### src/rtl/lcd_drive_pkg.sv
// constants, types and decode helpers for the lcd multiplex drive timing block
package lcd_drive_pkg;

  // ***********************************************************
  // geometry and timing
  // ***********************************************************
  localparam int unsigned NUM_SEGMENTS   = 40;          // segment electrodes
  localparam int unsigned NUM_BACKPLANES = 4;           // backplane electrodes
  localparam int unsigned CNT_W          = 5;           // frame tick counter width
  localparam logic [4:0]  FRAME_DIV      = 5'h18;       // clock ticks per frame
  localparam logic [4:0]  FRAME_LAST     = 5'h17;       // last tick index of a frame
  localparam logic [4:0]  SLOT_LEN_STAT  = 5'h18;       // slot length, static mode
  localparam logic [4:0]  SLOT_LEN_MUX2  = 5'h0c;       // slot length, two-phase
  localparam logic [4:0]  SLOT_LEN_MUX3  = 5'h08;       // slot length, three-phase
  localparam logic [4:0]  SLOT_LEN_MUX4  = 5'h06;       // slot length, four-phase
  localparam int unsigned CLK_SYS_HZ     = 40_000_000;  // system clock rate
  localparam int unsigned INT_OSC_HZ     = 2_000;       // modelled internal oscillator rate
  localparam int unsigned OSC_HALF_CYCLES = CLK_SYS_HZ / (2 * INT_OSC_HZ); // half period

  // ***********************************************************
  // drive mode field encodings
  // ***********************************************************
  localparam logic [1:0] MODE_MUX4   = 2'h0;            // four backplanes
  localparam logic [1:0] MODE_STATIC = 2'h1;            // one backplane
  localparam logic [1:0] MODE_MUX2   = 2'h2;            // two backplanes
  localparam logic [1:0] MODE_MUX3   = 2'h3;            // three backplanes

  // ***********************************************************
  // electrode level codes handed to the analog selector
  // ***********************************************************
  typedef logic [1:0] level_t;
  localparam level_t LVL_VSS  = 2'h0;                   // ground
  localparam level_t LVL_LOW  = 2'h1;                   // one third, or mid at half bias
  localparam level_t LVL_HIGH = 2'h2;                   // two thirds
  localparam level_t LVL_VLCD = 2'h3;                   // lcd supply level

  // ***********************************************************
  // carriers
  // ***********************************************************
  typedef logic [NUM_BACKPLANES-1:0][NUM_SEGMENTS-1:0] ram_rows_t;
  typedef logic [NUM_SEGMENTS-1:0][1:0]                seg_levels_t;

  typedef struct packed {
    logic       display_enable;                         // outputs live when set
    logic       half_bias;                              // half bias, else third
    logic [1:0] drive_mode;                             // drive mode field
  } mode_set_s;

  localparam mode_set_s MODE_SET_RST = '{display_enable: 1'b0, half_bias: 1'b0,
                                         drive_mode: MODE_MUX4};

  // slot length for a drive mode
  function automatic logic [4:0] slot_len(input logic [1:0] mode);
    logic [4:0] len;
    len = SLOT_LEN_MUX4;
    case (mode)
      MODE_STATIC: len = SLOT_LEN_STAT;
      MODE_MUX2:   len = SLOT_LEN_MUX2;
      MODE_MUX3:   len = SLOT_LEN_MUX3;
      default:     len = SLOT_LEN_MUX4;
    endcase
    return len;
  endfunction

endpackage

### src/rtl/frame_divider.sv
// divide-by-24 frame tick counter with cascade realignment
`timescale 1ns/1ps
module frame_divider
  import lcd_drive_pkg::*;
#(
  parameter logic [4:0] DIV = FRAME_DIV                 // ticks per frame
) (
  input  wire logic             clk_sys_i,              // system clock
  input  wire logic             arst_n_i,               // async reset, low
  input  wire logic             tick_i,                 // one selected-clock edge
  input  wire logic             realign_i,              // force frame start
  output logic [CNT_W-1:0]      cnt_o,                  // tick index in frame
  output logic                  frame_start_o           // pulse at frame wrap
);

  localparam logic [4:0] LAST = DIV - 5'h01;            // last index

  // ***********************************************************
  // tick counter
  // ***********************************************************
  // counts selected clock edges, wraps after DIV of them
  always_ff @(posedge clk_sys_i or negedge arst_n_i) begin
    if (!arst_n_i) begin
      cnt_o <= '0;
    end else if (realign_i) begin
      cnt_o <= '0;
    end else if (tick_i) begin
      cnt_o <= (cnt_o == LAST) ? '0 : cnt_o + 5'h01;
    end
  end

  // one-cycle pulse whenever a new frame begins
  always_ff @(posedge clk_sys_i or negedge arst_n_i) begin
    if (!arst_n_i) begin
      frame_start_o <= 1'b0;
    end else begin
      frame_start_o <= realign_i || (tick_i && (cnt_o == LAST));
    end
  end

endmodule

### src/rtl/lcd_multiplex_drive_timing.sv
// lcd clock selection, frame timing, display latch and electrode level selection
`timescale 1ns/1ps
module lcd_multiplex_drive_timing
  import lcd_drive_pkg::*;
#(
  parameter int unsigned OSC_HALF = OSC_HALF_CYCLES     // internal osc half period
) (
  input  wire logic        clk_sys_i,                   // system clock, 40 MHz
  input  wire logic        arst_n_i,                    // async reset, low
  input  wire logic        osc_select_pin_i,            // low internal, high external
  input  wire logic        clk_pin_i,                   // clock pin level seen
  output logic             clk_pin_o,                   // clock pin drive value
  output logic             clk_pin_oe_o,                // clock pin driven
  input  wire logic        sync_i,                      // sync pin level seen
  output logic             sync_o,                      // sync pin drive value
  output logic             sync_oe_o,                   // sync pin pulled low
  input  wire mode_set_s   mode_set_i,                  // from command decoder
  input  wire ram_rows_t   ram_rows_i,                  // display ram contents
  output level_t           backplane_out_0_o,           // backplane 0 level
  output level_t           backplane_out_1_o,           // backplane 1 level
  output level_t           backplane_out_2_o,           // backplane 2 level
  output level_t           backplane_out_3_o,           // backplane 3 level
  output seg_levels_t      segment_outputs_o,           // segment levels
  output logic             centre_bypass_o              // centre divider bypass closed
);

  // ***********************************************************
  // declarations
  // ***********************************************************
  logic                osc_sel_s1_q, osc_sel_s2_q;      // osc select synchroniser
  logic                clk_pin_s1_q, clk_pin_s2_q;      // clock pin synchroniser
  logic                clk_pin_s3_q;                    // edge history
  logic                sync_s1_q, sync_s2_q, sync_s3_q; // sync synchroniser and history
  logic [1:0]          oe_dly_q;                        // own sync pull, aligned to sync sampling
  logic [31:0]         osc_cnt_q;                       // internal osc half counter
  logic                osc_level_q;                     // internal osc level
  logic                tick_q;                          // selected clock edge pulse
  logic                realign;                         // external frame start seen
  logic [CNT_W-1:0]    tick_cnt;                        // tick index in frame
  logic                frame_start;                     // frame wrap pulse
  ram_rows_t           latch_q;                         // display latch
  mode_set_s           mode_q;                          // mode used for this frame
  logic                enable_q;                        // display enable, immediate
  logic [1:0]          slot;                            // active backplane index
  logic                phase;                           // half of slot, ac inversion
  level_t              bp_lvl [NUM_BACKPLANES];         // raw backplane levels
  level_t              bp_d [NUM_BACKPLANES];           // mirrored backplane levels
  seg_levels_t         seg_d;                           // segment levels

  // ***********************************************************
  // helpers
  // ***********************************************************
  // backplane level for the active/idle state and slot half
  function automatic level_t bp_level(input logic act, input logic ph,
                                      input logic stat, input logic half);
    level_t l;
    l = LVL_VSS;
    if (act || stat) begin
      l = ph ? LVL_VSS : LVL_VLCD;                      // active swings rail to rail
    end else if (half) begin
      l = LVL_LOW;                                      // idle at mid level
    end else begin
      l = ph ? LVL_HIGH : LVL_LOW;                      // idle at thirds
    end
    return l;
  endfunction

  // segment level for data bit and slot half
  function automatic level_t seg_level(input logic on, input logic ph,
                                       input logic stat, input logic half);
    level_t l;
    l = LVL_VSS;
    if (on) begin
      l = ph ? LVL_VLCD : LVL_VSS;                      // opposite of active backplane
    end else if (stat || half) begin
      l = ph ? LVL_VSS : LVL_VLCD;                      // same as active backplane
    end else begin
      l = ph ? LVL_LOW : LVL_HIGH;                      // thirds, small swing
    end
    return l;
  endfunction

  // ***********************************************************
  // pin synchronisers
  // ***********************************************************
  // two flops on every pin before any logic looks at it
  always_ff @(posedge clk_sys_i or negedge arst_n_i) begin
    if (!arst_n_i) begin
      osc_sel_s1_q <= 1'b0;
      osc_sel_s2_q <= 1'b0;
      clk_pin_s1_q <= 1'b0;
      clk_pin_s2_q <= 1'b0;
      clk_pin_s3_q <= 1'b0;
      sync_s1_q    <= 1'b1;
      sync_s2_q    <= 1'b1;
      sync_s3_q    <= 1'b1;
    end else begin
      osc_sel_s1_q <= osc_select_pin_i;
      osc_sel_s2_q <= osc_sel_s1_q;
      clk_pin_s1_q <= clk_pin_i;
      clk_pin_s2_q <= clk_pin_s1_q;
      clk_pin_s3_q <= clk_pin_s2_q;
      sync_s1_q    <= sync_i;
      sync_s2_q    <= sync_s1_q;
      sync_s3_q    <= sync_s2_q;
    end
  end

  // ***********************************************************
  // internal oscillator
  // ***********************************************************
  // free-running square wave standing in for the on-chip oscillator
  always_ff @(posedge clk_sys_i or negedge arst_n_i) begin
    if (!arst_n_i) begin
      osc_cnt_q   <= '0;
      osc_level_q <= 1'b0;
    end else if (osc_cnt_q == 32'(OSC_HALF - 1)) begin
      osc_cnt_q   <= '0;
      osc_level_q <= !osc_level_q;
    end else begin
      osc_cnt_q   <= osc_cnt_q + 32'h1;
    end
  end

  // clock pin is driven only while the internal oscillator is chosen
  always_ff @(posedge clk_sys_i or negedge arst_n_i) begin
    if (!arst_n_i) begin
      clk_pin_o    <= 1'b0;
      clk_pin_oe_o <= 1'b0;
    end else begin
      clk_pin_o    <= osc_level_q;
      clk_pin_oe_o <= !osc_sel_s2_q;
    end
  end

  // ***********************************************************
  // clock selection
  // ***********************************************************
  // one tick per rising edge of whichever clock is selected
  always_ff @(posedge clk_sys_i or negedge arst_n_i) begin
    if (!arst_n_i) begin
      tick_q <= 1'b0;
    end else if (osc_sel_s2_q) begin
      tick_q <= clk_pin_s2_q && !clk_pin_s3_q;
    end else begin
      tick_q <= !osc_level_q && (osc_cnt_q == 32'(OSC_HALF - 1));
    end
  end

  // ***********************************************************
  // frame timing and cascade sync
  // ***********************************************************
  // follow a sync fall from another device; a fall caused by our own pull is ignored
  assign realign = sync_s3_q && !sync_s2_q && !oe_dly_q[1] && (tick_cnt != '0);

  frame_divider #(
    .DIV           (FRAME_DIV)
  ) u_frame_divider (
    .clk_sys_i     (clk_sys_i),
    .arst_n_i      (arst_n_i),
    .tick_i        (tick_q),
    .realign_i     (realign),
    .cnt_o         (tick_cnt),
    .frame_start_o (frame_start)
  );

  // pull sync low during the first tick of every frame
  always_ff @(posedge clk_sys_i or negedge arst_n_i) begin
    if (!arst_n_i) begin
      sync_o    <= 1'b0;
      sync_oe_o <= 1'b0;
      oe_dly_q  <= '0;
    end else begin
      sync_o    <= 1'b0;
      sync_oe_o <= (tick_cnt == '0);
      oe_dly_q  <= {oe_dly_q[0], sync_oe_o};
    end
  end

  // ***********************************************************
  // display latch and mode
  // ***********************************************************
  // ram and mode captured only at frame start, stable inside a frame
  always_ff @(posedge clk_sys_i or negedge arst_n_i) begin
    if (!arst_n_i) begin
      latch_q <= '0;
      mode_q  <= MODE_SET_RST;
    end else if (frame_start) begin
      latch_q <= ram_rows_i;
      mode_q  <= mode_set_i;
    end
  end

  // blanking takes effect at once so external blinking stays crisp
  always_ff @(posedge clk_sys_i or negedge arst_n_i) begin
    if (!arst_n_i) begin
      enable_q <= 1'b0;
    end else begin
      enable_q <= mode_set_i.display_enable;
    end
  end

  // ***********************************************************
  // slot decode
  // ***********************************************************
  // equal slots per active backplane, each split into two halves
  always_comb begin
    logic [4:0] len;
    logic [4:0] idx;
    logic [4:0] sub;
    len   = slot_len(mode_q.drive_mode);
    idx   = tick_cnt / len;
    sub   = 5'(tick_cnt - 5'(idx * len));
    slot  = idx[1:0];
    phase = (sub >= (len >> 1));
  end

  // ***********************************************************
  // voltage selector
  // ***********************************************************
  // raw backplane levels, then mirror according to drive mode
  always_comb begin
    for (int i = 0; i < NUM_BACKPLANES; i++) begin
      bp_lvl[i] = bp_level(slot == 2'(i), phase,
                           mode_q.drive_mode == MODE_STATIC, mode_q.half_bias);
    end
    bp_d = bp_lvl;
    case (mode_q.drive_mode)
      MODE_STATIC: begin
        bp_d[1] = bp_lvl[0];
        bp_d[2] = bp_lvl[0];
        bp_d[3] = bp_lvl[0];
      end
      MODE_MUX2: begin
        bp_d[2] = bp_lvl[0];
        bp_d[3] = bp_lvl[1];
      end
      MODE_MUX3: bp_d[3] = bp_lvl[1];
      default:   bp_d = bp_lvl;                         // four-phase, all distinct
    endcase
  end

  // segment levels from the latched row of the active backplane
  always_comb begin
    for (int s = 0; s < NUM_SEGMENTS; s++) begin
      seg_d[s] = seg_level(latch_q[slot][s], phase,
                           mode_q.drive_mode == MODE_STATIC, mode_q.half_bias);
    end
  end

  // registered electrode outputs, forced to supply when disabled
  always_ff @(posedge clk_sys_i or negedge arst_n_i) begin
    if (!arst_n_i) begin
      backplane_out_0_o <= LVL_VLCD;
      backplane_out_1_o <= LVL_VLCD;
      backplane_out_2_o <= LVL_VLCD;
      backplane_out_3_o <= LVL_VLCD;
      segment_outputs_o <= {NUM_SEGMENTS{LVL_VLCD}};
    end else if (!enable_q) begin
      backplane_out_0_o <= LVL_VLCD;
      backplane_out_1_o <= LVL_VLCD;
      backplane_out_2_o <= LVL_VLCD;
      backplane_out_3_o <= LVL_VLCD;
      segment_outputs_o <= {NUM_SEGMENTS{LVL_VLCD}};
    end else begin
      backplane_out_0_o <= bp_d[0];
      backplane_out_1_o <= bp_d[1];
      backplane_out_2_o <= bp_d[2];
      backplane_out_3_o <= bp_d[3];
      segment_outputs_o <= seg_d;
    end
  end

  // centre impedance bypass only for half bias two-phase
  always_ff @(posedge clk_sys_i or negedge arst_n_i) begin
    if (!arst_n_i) begin
      centre_bypass_o <= 1'b0;
    end else begin
      centre_bypass_o <= mode_q.half_bias && (mode_q.drive_mode == MODE_MUX2);
    end
  end
endmodule

### config.mk
export PLATFORM = sky130hd
export DESIGN_NAME = lcd_multiplex_drive_timing
export DESIGN_NICKNAME = d
export VERILOG_FILES = /design/src/rtl/lcd_drive_pkg.sv /design/src/rtl/frame_divider.sv /design/src/rtl/lcd_multiplex_drive_timing.sv
export SDC_FILE = /design/constraint.sdc
export NUM_CORES = 1
export LEC_CHECK = 0
export BUFFER_PORTS_ARGS = -buffer_cell sky130_fd_sc_hd__buf_2
export CAP_MARGIN = 40
export CORE_AREA = 3 3 206 208
export CTS_CLUSTER_SIZE = 25
export DETAILED_ROUTE_END_ITERATION = 10
export DIE_AREA = 0 0 209 211
export PLACE_DENSITY = 0.49
export SLEW_MARGIN = 20
export SYNTH_ARGS = -nofsm -noshare
export SYNTH_HDL_FRONTEND = slang
export SYNTH_SLANG_ARGS = --single-unit
### constraint.sdc
create_clock -name clk_sys_i -period 23.9 [get_ports clk_sys_i]
set_clock_uncertainty 0.2 [all_clocks]
set_input_delay 2.39 -clock clk_sys_i [delete_from_list [all_inputs] [get_ports clk_sys_i]]
set_output_delay 2.39 -clock clk_sys_i [all_outputs]
set_load 0.1 [all_outputs]
==> results of run 1 <==
## flip-flops by register name (all words and copies together), names as in the netlist, 2 cells and up
signal                 cells
backplane_out_1_o          2
osc_cnt_q                 32
mode_q                     3
backplane_out_0_o          2
backplane_out_3_o          2
u_frame_divider.cnt_o      5
segment_outputs_o         80
latch_q                  160
backplane_out_2_o          2
oe_dly_q                   2
## cells by family (layout without fill, tap and decap cells)
| group | after synthesis | count (layout) |
|---|---|---|
| AOI/OAI and AO/OA | 43 | 43 |
| xor gates and xnor gates | 42 | 42 |
| adders and majority gates | 28 | 28 |
| buffers and inverters | 73 | 363 |
| DFF | 306 | 306 |
| muxes | 365 | 365 |
| other | 1 | 2 |
| and+or+nand+nor | 137 | 137 |
## per-stage QoR
step	util	cell area [sq um]
floorplan	-	13800
global placement	0.381	15500
detailed placement	0.385	15700
CTS	0.414	16900
global route	0.416	16900
finish	0.416	16900
## cell usage in the layout, fill, tap and decap left out, types with 3 or more instances in the layout
cell type and n:
inv_1 15, nand3_1 16, and3_1 5, nand2b_1 5, or4_1 3, o21a_1 5, nor2_1 34, dfrtp_1 214
xnor2_1 26, buf_16 7, ha_1 28, and2_4 3, and2_1 3, buf_4 10, clkbuf_1 14, mux2_2 162
nand4_1 10, clkbuf_16 39, buf_2 259, a21oi_1 6, or2_2 3, clkbuf_8 9, clkinv_2 4, o21ai_1 6
dfstp_2 91, nand2_1 27, xor2_1 16, nor2b_1 3, o21ai_0 10, mux2i_1 201, nor4_1 5, nor3_1 8
## critical path: cells and delay by family, from the launching register on
| kind | cells | cell delay, ns |
|---|---|---|
| fa+ha+maj | 9 | 2.78 |
| buf+inv | 6 | 1.44 |
| compound gates | 9 | 1.40 |
| simple gates | 7 | 1.33 |
| mux | 3 | 0.92 |
| flops | 1 | 0.40 |
| xor+xnor | 1 | 0.19 |
## layout make-up
class | instances | area (sq um) | area share
Inverter | 16 | 60.1 | 0.00355
Clock buffer | 62 | 1150 | 0.0681
Sequential cell | 306 | 7770 | 0.459
Timing Repair Buffer | 279 | 1610 | 0.0949
Multi-Input combinational cell | 616 | 5630 | 0.333
Clock inverter | 6 | 37.5 | 0.00222
Tap cell | 532 | 666 | 0.0393
Antenna cell | 1 | 2.50 | 0.000148
## path summary, 6_finish.rpt
path	start	end	slack [ns]	cells past startpoint
max in group asynchronous	arst_n_i	backplane_out_3_o[1]	20.48	3
setup / recovery	mode_q[0]	segment_outputs_o[8]	15.06	35
setup reg to reg	mode_q[0]	segment_outputs_o[8]	15.06	35
min in group asynchronous	arst_n_i	latch_q[66]	1.76	1
hold reg to reg	oe_dly_q[0]	oe_dly_q[1]	0.15	0
hold / removal	oe_dly_q[0]	oe_dly_q[1]	0.15	0
## layer usage
metal / vias to the layer above / wire, microns
li1: 4048 / -
met1: 4341 / 15200
met2: 195 / 16000
met3: 62 / 2400
met4: 10 / 938
met5: - / 69
==> flow_metrics.tcl, run 1 <==
set metrics [dict create \
    synth_area_leaders "dfrtp_1 (39%), dfstp_2 (17%), mux2i_1 (15%)" \
    drc 0 \
    period_needed_ns 8.84 \
    die_w_microns 209 \
    yosys-top-cells-count "dfrtp_1 (215), mux2i_1 (201), mux2_2 (162)" \
    max_freq_mhz 113 \
    clock_latency_ns 0.54 \
    synthMuxAreaShare 0.281 \
    syn_inst 995 \
    synth_nets 1192 \
    cts_tree "yes" \
    cp_data_required_time_ns 24.13 \
    h-tree-depth 2 \
    tightestPinTransition_ns 0.960 \
    ys_types 53 \
    seq_area_frac_synth 0.564 \
    status "finished clean" \
    synth_area_leader_cell "dfrtp_1" \
    ctsHoldBuffers 0 \
    cpPeakStageDelay_ns 0.50 \
    synth_edf_count 0 \
    fillers 3836 \
    grtUsageMet2 0.249 \
    routed_wl_microns 34700 \
    placedCellCount 1746 \
    synth_area_sq_mm 0.0138 \
    relSlewSlack 0.351 \
    synth.avg_cell_area_sq_um 13.9 \
    setup_tns_ns 0 \
    cp_max_fo 40 \
    synth_warnings 0 \
    clk_pin_slew_ns 0.06 \
    ys_async_sr_fraction 1.00 \
    yosys.area_share.simple 0.0515 \
    fin_ws_ns 15.06 \
    wl_per_cell_microns 19.1 \
    synth_flop_cell "dfrtp_1" \
    core_sq_mm 0.0407 \
    die_height_microns 211 \
    grtUsageMet1 0.205 \
    cts_made_buffers 37 \
    gp_congestion 0.745 \
    worstSetupPathType "flop to flop" \
    use_met3 0.0502 \
    grt_pass1_vias 9302 \
    busiest_layer "met2" \
    grt_max_degree 115 \
    antenna_found_initial 6 \
    synth_top_area_frac 0.390 \
    hpwl_microns 24200 \
    synth_top_family_by_area "multiplexers" \
    numPortBuffers 260 \
    drv_cap 0 \
    grt_usage 0.157 \
    die_area_sq_mm 0.0441 \
    io_pins 262 \
    synth_adder_area_share 0.0254 \
    viasPerCell 4.76 \
    hp-class "flop to flop" \
    first_iter_violations 331 \
    gr-total-overflow 0 \
    start_util 0.338 \
    rsz0062_at_grt "no" \
    arrival_ns 9.07 \
    timing.final.hold_violations 0 \
    stdcell_count 1818 \
    cp-start-kind "flop" \
    crit_top_cell "ha_1" \
    drv_slew 0 \
    num_vias 8656 \
    dp_slack_ns 14.48 \
    grt_first_pass_wirelength_microns 54400 \
    slowest_stage "ha_1" \
    hold_ws_ns 0.149 \
    synth_compound_area_frac 0.0214 \
    cp-end-kind "flop" \
    root_buffer "clkbuf_16" \
    ant_nets 0 \
    cts.sinks 306 \
    cts_resized 0 \
    fin_nets 1453 \
    postCtsSetupRepairBufs 0 \
    post-route-period-util 0.370 \
    synth_xor_area_frac 0.0267 \
    clock_path_buffers 3 \
    yosysMostFrequentCell "dfrtp_1" \
    ys_ff_latch 306 \
    rows 74 \
    syn2layout_area_growth_pct 22.8 \
    setup_violations 0 \
    final_layout_size_suffix_gt1_frac 0.469 \
    drtPass1Iterations 6 \
]
Power of run 1 is left out: the tool's default activity adds up to more than one toggle a clock period on the data nets, which glitch-free logic cannot reach.
==> run 2: changes to the inputs <==
--- a/config.mk
+++ b/config.mk
@@ -5,12 +5,13 @@
 export SDC_FILE = /design/constraint.sdc
 export NUM_CORES = 1
 export LEC_CHECK = 0
+export ABC_AREA = 1
 export BUFFER_PORTS_ARGS = -buffer_cell sky130_fd_sc_hd__buf_2
 export CAP_MARGIN = 40
-export CORE_AREA = 3 3 206 208
+export CORE_AREA = 3 3 207 209
 export CTS_CLUSTER_SIZE = 25
 export DETAILED_ROUTE_END_ITERATION = 10
-export DIE_AREA = 0 0 209 211
+export DIE_AREA = 0 0 210 212
 export PLACE_DENSITY = 0.49
 export SLEW_MARGIN = 20
 export SYNTH_ARGS = -nofsm -noshare
==> constraint.sdc (replaced) <==
create_clock -name clk_sys_i -period 9.23 [get_ports clk_sys_i]
set_clock_uncertainty 0.2 [all_clocks]
set_input_delay 0.923 -clock clk_sys_i [delete_from_list [all_inputs] [get_ports clk_sys_i]]
set_output_delay 0.923 -clock clk_sys_i [all_outputs]
set_load 0.1 [all_outputs]
==> run 2 against run 1 <==
Against the previous run: via count up 33%; fmax up 13%; die area increased by 0.95%; register-to-register slack worse by 14 ns; largest cell class unchanged; first-iteration DRC count increased by 140%; synthesized cell count grew 66%; critical path depth grew 11.
==> flow_metrics.tcl, run 2 <==
set metrics [dict create \
    status "finished clean" \
    ys_types 33 \
    r2r-end "segment_outputs_o[44]" \
    grt_first_pass_wirelength_microns 64500 \
    grt_usage 0.184 \
    cts.sinks 306 \
    h-tree-depth 2 \
    r2r-start "mode_q[0]" \
    die_height_microns 212 \
    final_layout_size_suffix_gt1_frac 0.232 \
    wl_per_cell_microns 16.7 \
    setup_tns_ns 0 \
    drv_slew 0 \
    die_w_microns 210 \
    die_area_sq_mm 0.0445 \
    root_buffer "clkbuf_16" \
    clock_latency_ns 0.54 \
    regMostFlops "latch_q" \
    cts_tree "yes" \
    clock_path_buffers 3 \
    ctsHoldBuffers 0 \
    core_sq_mm 0.0410 \
    setup_violations 0 \
    tightestPinTransition_ns 0.996 \
    synth_warnings 0 \
    cp_max_fo 16 \
    slowest_stage "xnor2_4" \
    synth.avg_cell_area_sq_um 8.45 \
    synth_adder_area_share 0.0251 \
    yosys.area_share.simple 0.198 \
    drv_cap 0 \
    drc 0 \
    arrival_ns 8.09 \
    hold_start "oe_dly_q[0]" \
    cpPeakStageDelay_ns 0.54 \
    synth_edf_count 0 \
    gp_congestion 0.868 \
    worst-r2r-setup-slack_ns 1.42 \
    cts_resized 0 \
    grt_pass1_vias 11700 \
    holdPathEnd "oe_dly_q[1]" \
    gr-total-overflow 0 \
    post-route-period-util 0.846 \
    relSlewSlack 0.336 \
    timing.final.hold_violations 0 \
    period_needed_ns 7.81 \
    synth_top_area_frac 0.386 \
    stdcell_count 2458 \
    numPortBuffers 260 \
    largest_reg_flops 160 \
    synth_top_family_by_area "simple AND/OR/NAND/NOR gates" \
    met3_length_microns 2080 \
    syn_inst 1649 \
    drtPass1Iterations 5 \
    grt_max_degree 125 \
    cp-start-kind "flop" \
    synth_area_sq_mm 0.0139 \
    hpwl_microns 28900 \
    worstSetupPathType "flop to flop" \
    routed.top_layer "met5" \
    antenna_found_initial 5 \
    ant_nets 0 \
    placedCellCount 2385 \
    synth_area_leaders "dfrtp_1 (39%), dfstp_2 (17%), nand2_1 (11%)" \
    hold_depth 0 \
    reg_top3 "latch_q (160), segment_outputs_o (80), osc_cnt_q (32)" \
    seq_area_frac_synth 0.558 \
    final_common_cell "nand2_1" \
    postLayoutCoreUtil 0.419 \
    yosysMostFrequentCell "nand2_1" \
    synthMuxAreaShare 0 \
    hp-class "flop to flop" \
    fin_nets 2090 \
    yosys-top-cells-count "nand2_1 (423), inv_1 (248), dfrtp_1 (215)" \
    wl_met2_microns 18200 \
    synth_flop_cell "dfrtp_1" \
    synth_compound_area_frac 0.108 \
    cp-end-kind "flop" \
    num_vias 11500 \
    reg2reg_depth 46 \
    syn2layout_area_growth_pct 23.4 \
    start_util 0.340 \
    crit_top_cell "nand2_1" \
    final_cell_mix "nand2_1 (420), buf_2 (259), inv_1 (247)" \
    viasPerCell 4.68 \
    rows 74 \
    synth_xor_area_frac 0.0194 \
    synth_area_leader_cell "dfrtp_1" \
    postCtsSetupRepairBufs 0 \
    synth_nets 1846 \
    rsz0062_at_grt "no" \
    cts_made_buffers 37 \
    io_pins 262 \
    max_freq_mhz 128 \
    worstSetupStartpoint "mode_q[0]" \
    ys_ff_latch 306 \
    cp_data_required_time_ns 9.50 \
    clk_pin_slew_ns 0.05 \
    ys_async_sr_fraction 1.00 \
    routed_wl_microns 40900 \
    met1Wirelength_microns 20000 \
    first_iter_violations 797 \
]
-- run 2: cell count changes after synthesis, moves of 9 or more --
cell / delta
buf_2: +17
buf_6: -16
clkbuf_1: +9
inv_1: +233
mux2_2: -162
mux2i_1: -201
nand2_1: +396
nand3_1: +17
nand4_1: +9
nor2_1: +124
nor3_1: +13
o21ai_0: +166
o22ai_1: +82
xnor2_1: -20
-- run 2: worst max path at each step --
stage                             to  slack (ns)  cells after the start
2_1_floorplan  segment_outputs_o[10]        2.79                     44
3_3_place_gp   segment_outputs_o[48]        1.29                     45
3_5_place_dp   segment_outputs_o[58]        1.40                     46
4_1_cts        segment_outputs_o[44]        1.35                     46
5_1_grt        segment_outputs_o[54]        0.64                     46
6_report       segment_outputs_o[44]        1.42                     46
-- run 2: cells by family after synthesis --
group | after synthesis
and+or+nand+nor | 682
other | 1
buffers and inverters | 326
AOI/OAI and AO/OA | 276
adders and majority gates | 28
DFF | 306
xor gates and xnor gates | 30
-- run 2: metal layers --
layer,vias up,GRT usage
met5,-,0
met4,2,0.0512
met3,49,0.0362
met2,270,0.286
met1,5496,0.264
li1,5686,-
-- run 2: layout make-up --
| cell class | instances | area, sq um |
|---|---|---|
| tap | 532 | 666 |
| clock buffer | 57 | 1120 |
| antenna | 4 | 10.0 |
| timing repair buffer | 279 | 1600 |
| sequential | 306 | 7770 |
| multi-input combinational | 1017 | 4900 |
| fill | 4148 | 23800 |
| inverter | 252 | 946 |
| clock inverter | 11 | 164 |
-- run 2: worst max-delay path, delay by kind of cell (launching register included) --
| kind | cells | cell delay, ns |
|---|---|---|
| flops | 1 | 0.37 |
| compound gates | 5 | 0.61 |
| simple gates | 21 | 2.25 |
| fa+ha+maj | 8 | 2.45 |
| buf+inv | 9 | 1.02 |
| xor+xnor | 3 | 0.83 |
-- run 2: through the flow --
stage	area, sq um	hold WS, ns	setup slack (ns)
2_1_floorplan	13900	0.131	2.79
3_3_place_gp	15700	0.133	1.29
3_5_place_dp	15900	0.135	1.40
4_1_cts	17100	0.148	1.35
5_1_grt	17200	0.161	0.637
6_report	17200	0.148	1.42
Power of run 2 is left out for the same reason.
==> run 3: changes to the inputs <==
--- a/config.mk
+++ b/config.mk
@@ -5,14 +5,14 @@
 export SDC_FILE = /design/constraint.sdc
 export NUM_CORES = 1
 export LEC_CHECK = 0
-export ABC_AREA = 1
+export ABC_AREA = 0
 export BUFFER_PORTS_ARGS = -buffer_cell sky130_fd_sc_hd__buf_2
 export CAP_MARGIN = 40
-export CORE_AREA = 3 3 207 209
+export CORE_AREA = 3 3 206 208
 export CTS_CLUSTER_SIZE = 25
 export DETAILED_ROUTE_END_ITERATION = 10
-export DIE_AREA = 0 0 210 212
-export PLACE_DENSITY = 0.49
+export DIE_AREA = 0 0 209 211
+export PLACE_DENSITY = 0.51
 export SLEW_MARGIN = 20
 export SYNTH_ARGS = -nofsm -noshare
 export SYNTH_HDL_FRONTEND = slang
==> constraint.sdc (replaced) <==
create_clock -name clk_sys_i -period 7.1 [get_ports clk_sys_i]
set_clock_uncertainty 0.2 [all_clocks]
set_input_delay 0.71 -clock clk_sys_i [delete_from_list [all_inputs] [get_ports clk_sys_i]]
set_output_delay 0.71 -clock clk_sys_i [all_outputs]
set_load 0.1 [all_outputs]
==> run 3 against run 2 <==
Against the previous run: worst hold slack lost 0.067 ns; setup slack lost 1.2 ns; critical path depth shrank 15; die area shrank 0.95%; clock-buffer cell count grew 3; global-route usage shrank 3.2 points; routed wire length shrank 17%; critical endpoint is now backplane_out_3_o[1]; via count shrank 23%; sequential share of layout area shrank 0.66 points.
==> flow_metrics.tcl, run 3 (synthesis results as in run 1) <==
set metrics [dict create \
    relSlewSlack 0.343 \
    gr-total-overflow 0 \
    timing.final.hold_violations 0 \
    dp_slack_ns -0.128 \
    viasPerCell 4.77 \
    setup_tns_ns 0 \
    drv_cap 0 \
    ant_nets 0 \
    drtPass1Iterations 4 \
    cts_tree "yes" \
    antenna_found_initial 6 \
    wl_per_cell_microns 18.4 \
    numPortBuffers 260 \
    setup_violations 0 \
    cp_data_required_time_ns 7.35 \
    cpPeakStageDelay_ns 0.52 \
    root_buffer "clkbuf_16" \
    reg_top3 "latch_q (160), segment_outputs_o (80), osc_cnt_q (32)" \
    fin_ws_ns 0.254 \
    r2r-start "mode_q[1]" \
    hpwl_microns 23000 \
    cp_max_fo 5 \
    clk_pin_slew_ns 0.06 \
    cts.sinks 306 \
    core_sq_mm 0.0407 \
    crit_top_cell "ha_4" \
    final_layout_size_suffix_gt1_frac 0.501 \
    die_w_microns 209 \
    start_util 0.338 \
    status "finished clean" \
    max_freq_mhz 146 \
    holdPathEnd "sync_s1_q" \
    clock_path_buffers 3 \
    hp-class "primary input to flop" \
    largest_reg_flops 160 \
    grt_pass1_vias 9221 \
    drc 0 \
    io_pins 262 \
    fin_nets 1482 \
    cp-end-kind "flop" \
    arrival_ns 7.10 \
    grt_usage 0.152 \
    cp-start-kind "flop" \
    hold_start "sync_i" \
    regMostFlops "latch_q" \
    r2r-end "backplane_out_3_o[1]" \
    num_vias 8815 \
    rows 74 \
    routed_wl_microns 34100 \
    final_cell_mix "buf_2 (259), dfrtp_1 (214), mux2i_1 (201)" \
    hold_depth 1 \
    tightestPinTransition_ns 0.986 \
    drv_slew 0 \
    worstSetupPathType "flop to flop" \
    die_area_sq_mm 0.0441 \
    reg2reg_depth 31 \
    h-tree-depth 2 \
    grt_max_degree 153 \
    gp_congestion 0.781 \
    first_iter_violations 293 \
    period_needed_ns 6.85 \
    clock_latency_ns 0.53 \
    die_height_microns 211 \
    syn2layout_area_growth_pct 26.5 \
    worstSetupStartpoint "mode_q[1]" \
    post-route-period-util 0.964 \
    grt_first_pass_wirelength_microns 53000 \
    cts_made_buffers 37 \
    worst-r2r-setup-slack_ns 0.25 \
    slowest_stage "or4_4" \
    final_common_cell "buf_2" \
]
-- run 3: cell count changes in the layout (fill, tap and decap cells not counted), sizes merged, moves of 27 or more --
| cell | before | now |
|---|---|---|
| mux2 | 0 | 162 |
| inv | 253 | 17 |
| o22ai | 84 | 2 |
| nand2 | 427 | 27 |
| nor2 | 160 | 35 |
| o21ai | 176 | 16 |
| mux2i | 0 | 203 |
| buf | 279 | 306 |
-- run 3: layer usage --
layer / wire length (microns) / global-route usage / share of wire
met5: 55 / 0 / 0.0016
met4: 989 / 0.0559 / 0.029
met3: 2180 / 0.0447 / 0.064
met2: 15900 / 0.243 / 0.47
met1: 14900 / 0.198 / 0.44
-- run 3: how the worst max path moves through the flow --
stage	depth (start not counted)	slack [ns]	endpoint
floorplan	35	0.01	backplane_out_3_o[1]
global placement	33	0.11	segment_outputs_o[24]
detailed placement	33	-0.13	segment_outputs_o[24]
CTS	32	-0.02	segment_outputs_o[52]
global route	34	-0.04	segment_outputs_o[32]
finish	31	0.25	backplane_out_3_o[1]
-- run 3: critical path, delay by kind of cell (launching register included) --
kind                     cells  cell delay (ns)
flip-flops                   1             0.41
multiplexers                 2             0.43
XOR/XNOR                     3             0.51
buffers and inverters        5             0.61
AO/OA/AOI/OAI                8             1.40
adder cells (fa/ha/maj)      7             1.74
AND/OR/NAND/NOR              6             1.48
-- run 3: final cells by class --
class | instances | area, sq um
clock buffer | 60 | 1200
antenna | 3 | 7.51
inverter | 16 | 62.6
fill | 3842 | 23300
timing repair buffer | 308 | 1830
clock inverter | 8 | 82.6
tap | 532 | 666
sequential | 306 | 7770
multi-input combinational | 616 | 5820
-- run 3: what timing repair did --
item / 4_1_cts / 5_1_grt
buffers inserted: 5 / 9
pin swaps: 5 / 14
setup endpoints to repair: 84 / 88
gates resized for setup: 12 / 23
gates cloned: 1 / 0
hold buffers: 1 / 0
endpoints found under the hold margin: 66 / 0
-- run 3: metrics by stage --
stage / cells / instance area, sq um / hold WS, ns / utilization
after CTS: 1836 / 17200 / 0.0365 / 0.422
after global placement: 1758 / 15700 / 0.134 / 0.386
after global routing: 1848 / 17400 / 0.0512 / 0.428
after detailed placement: 1761 / 15800 / 0.135 / 0.388
after floorplan: 995 / 13800 / 0.131 / -
final: 1849 / 17400 / 0.0815 / 0.428
Power of run 3 is left out for the same reason.
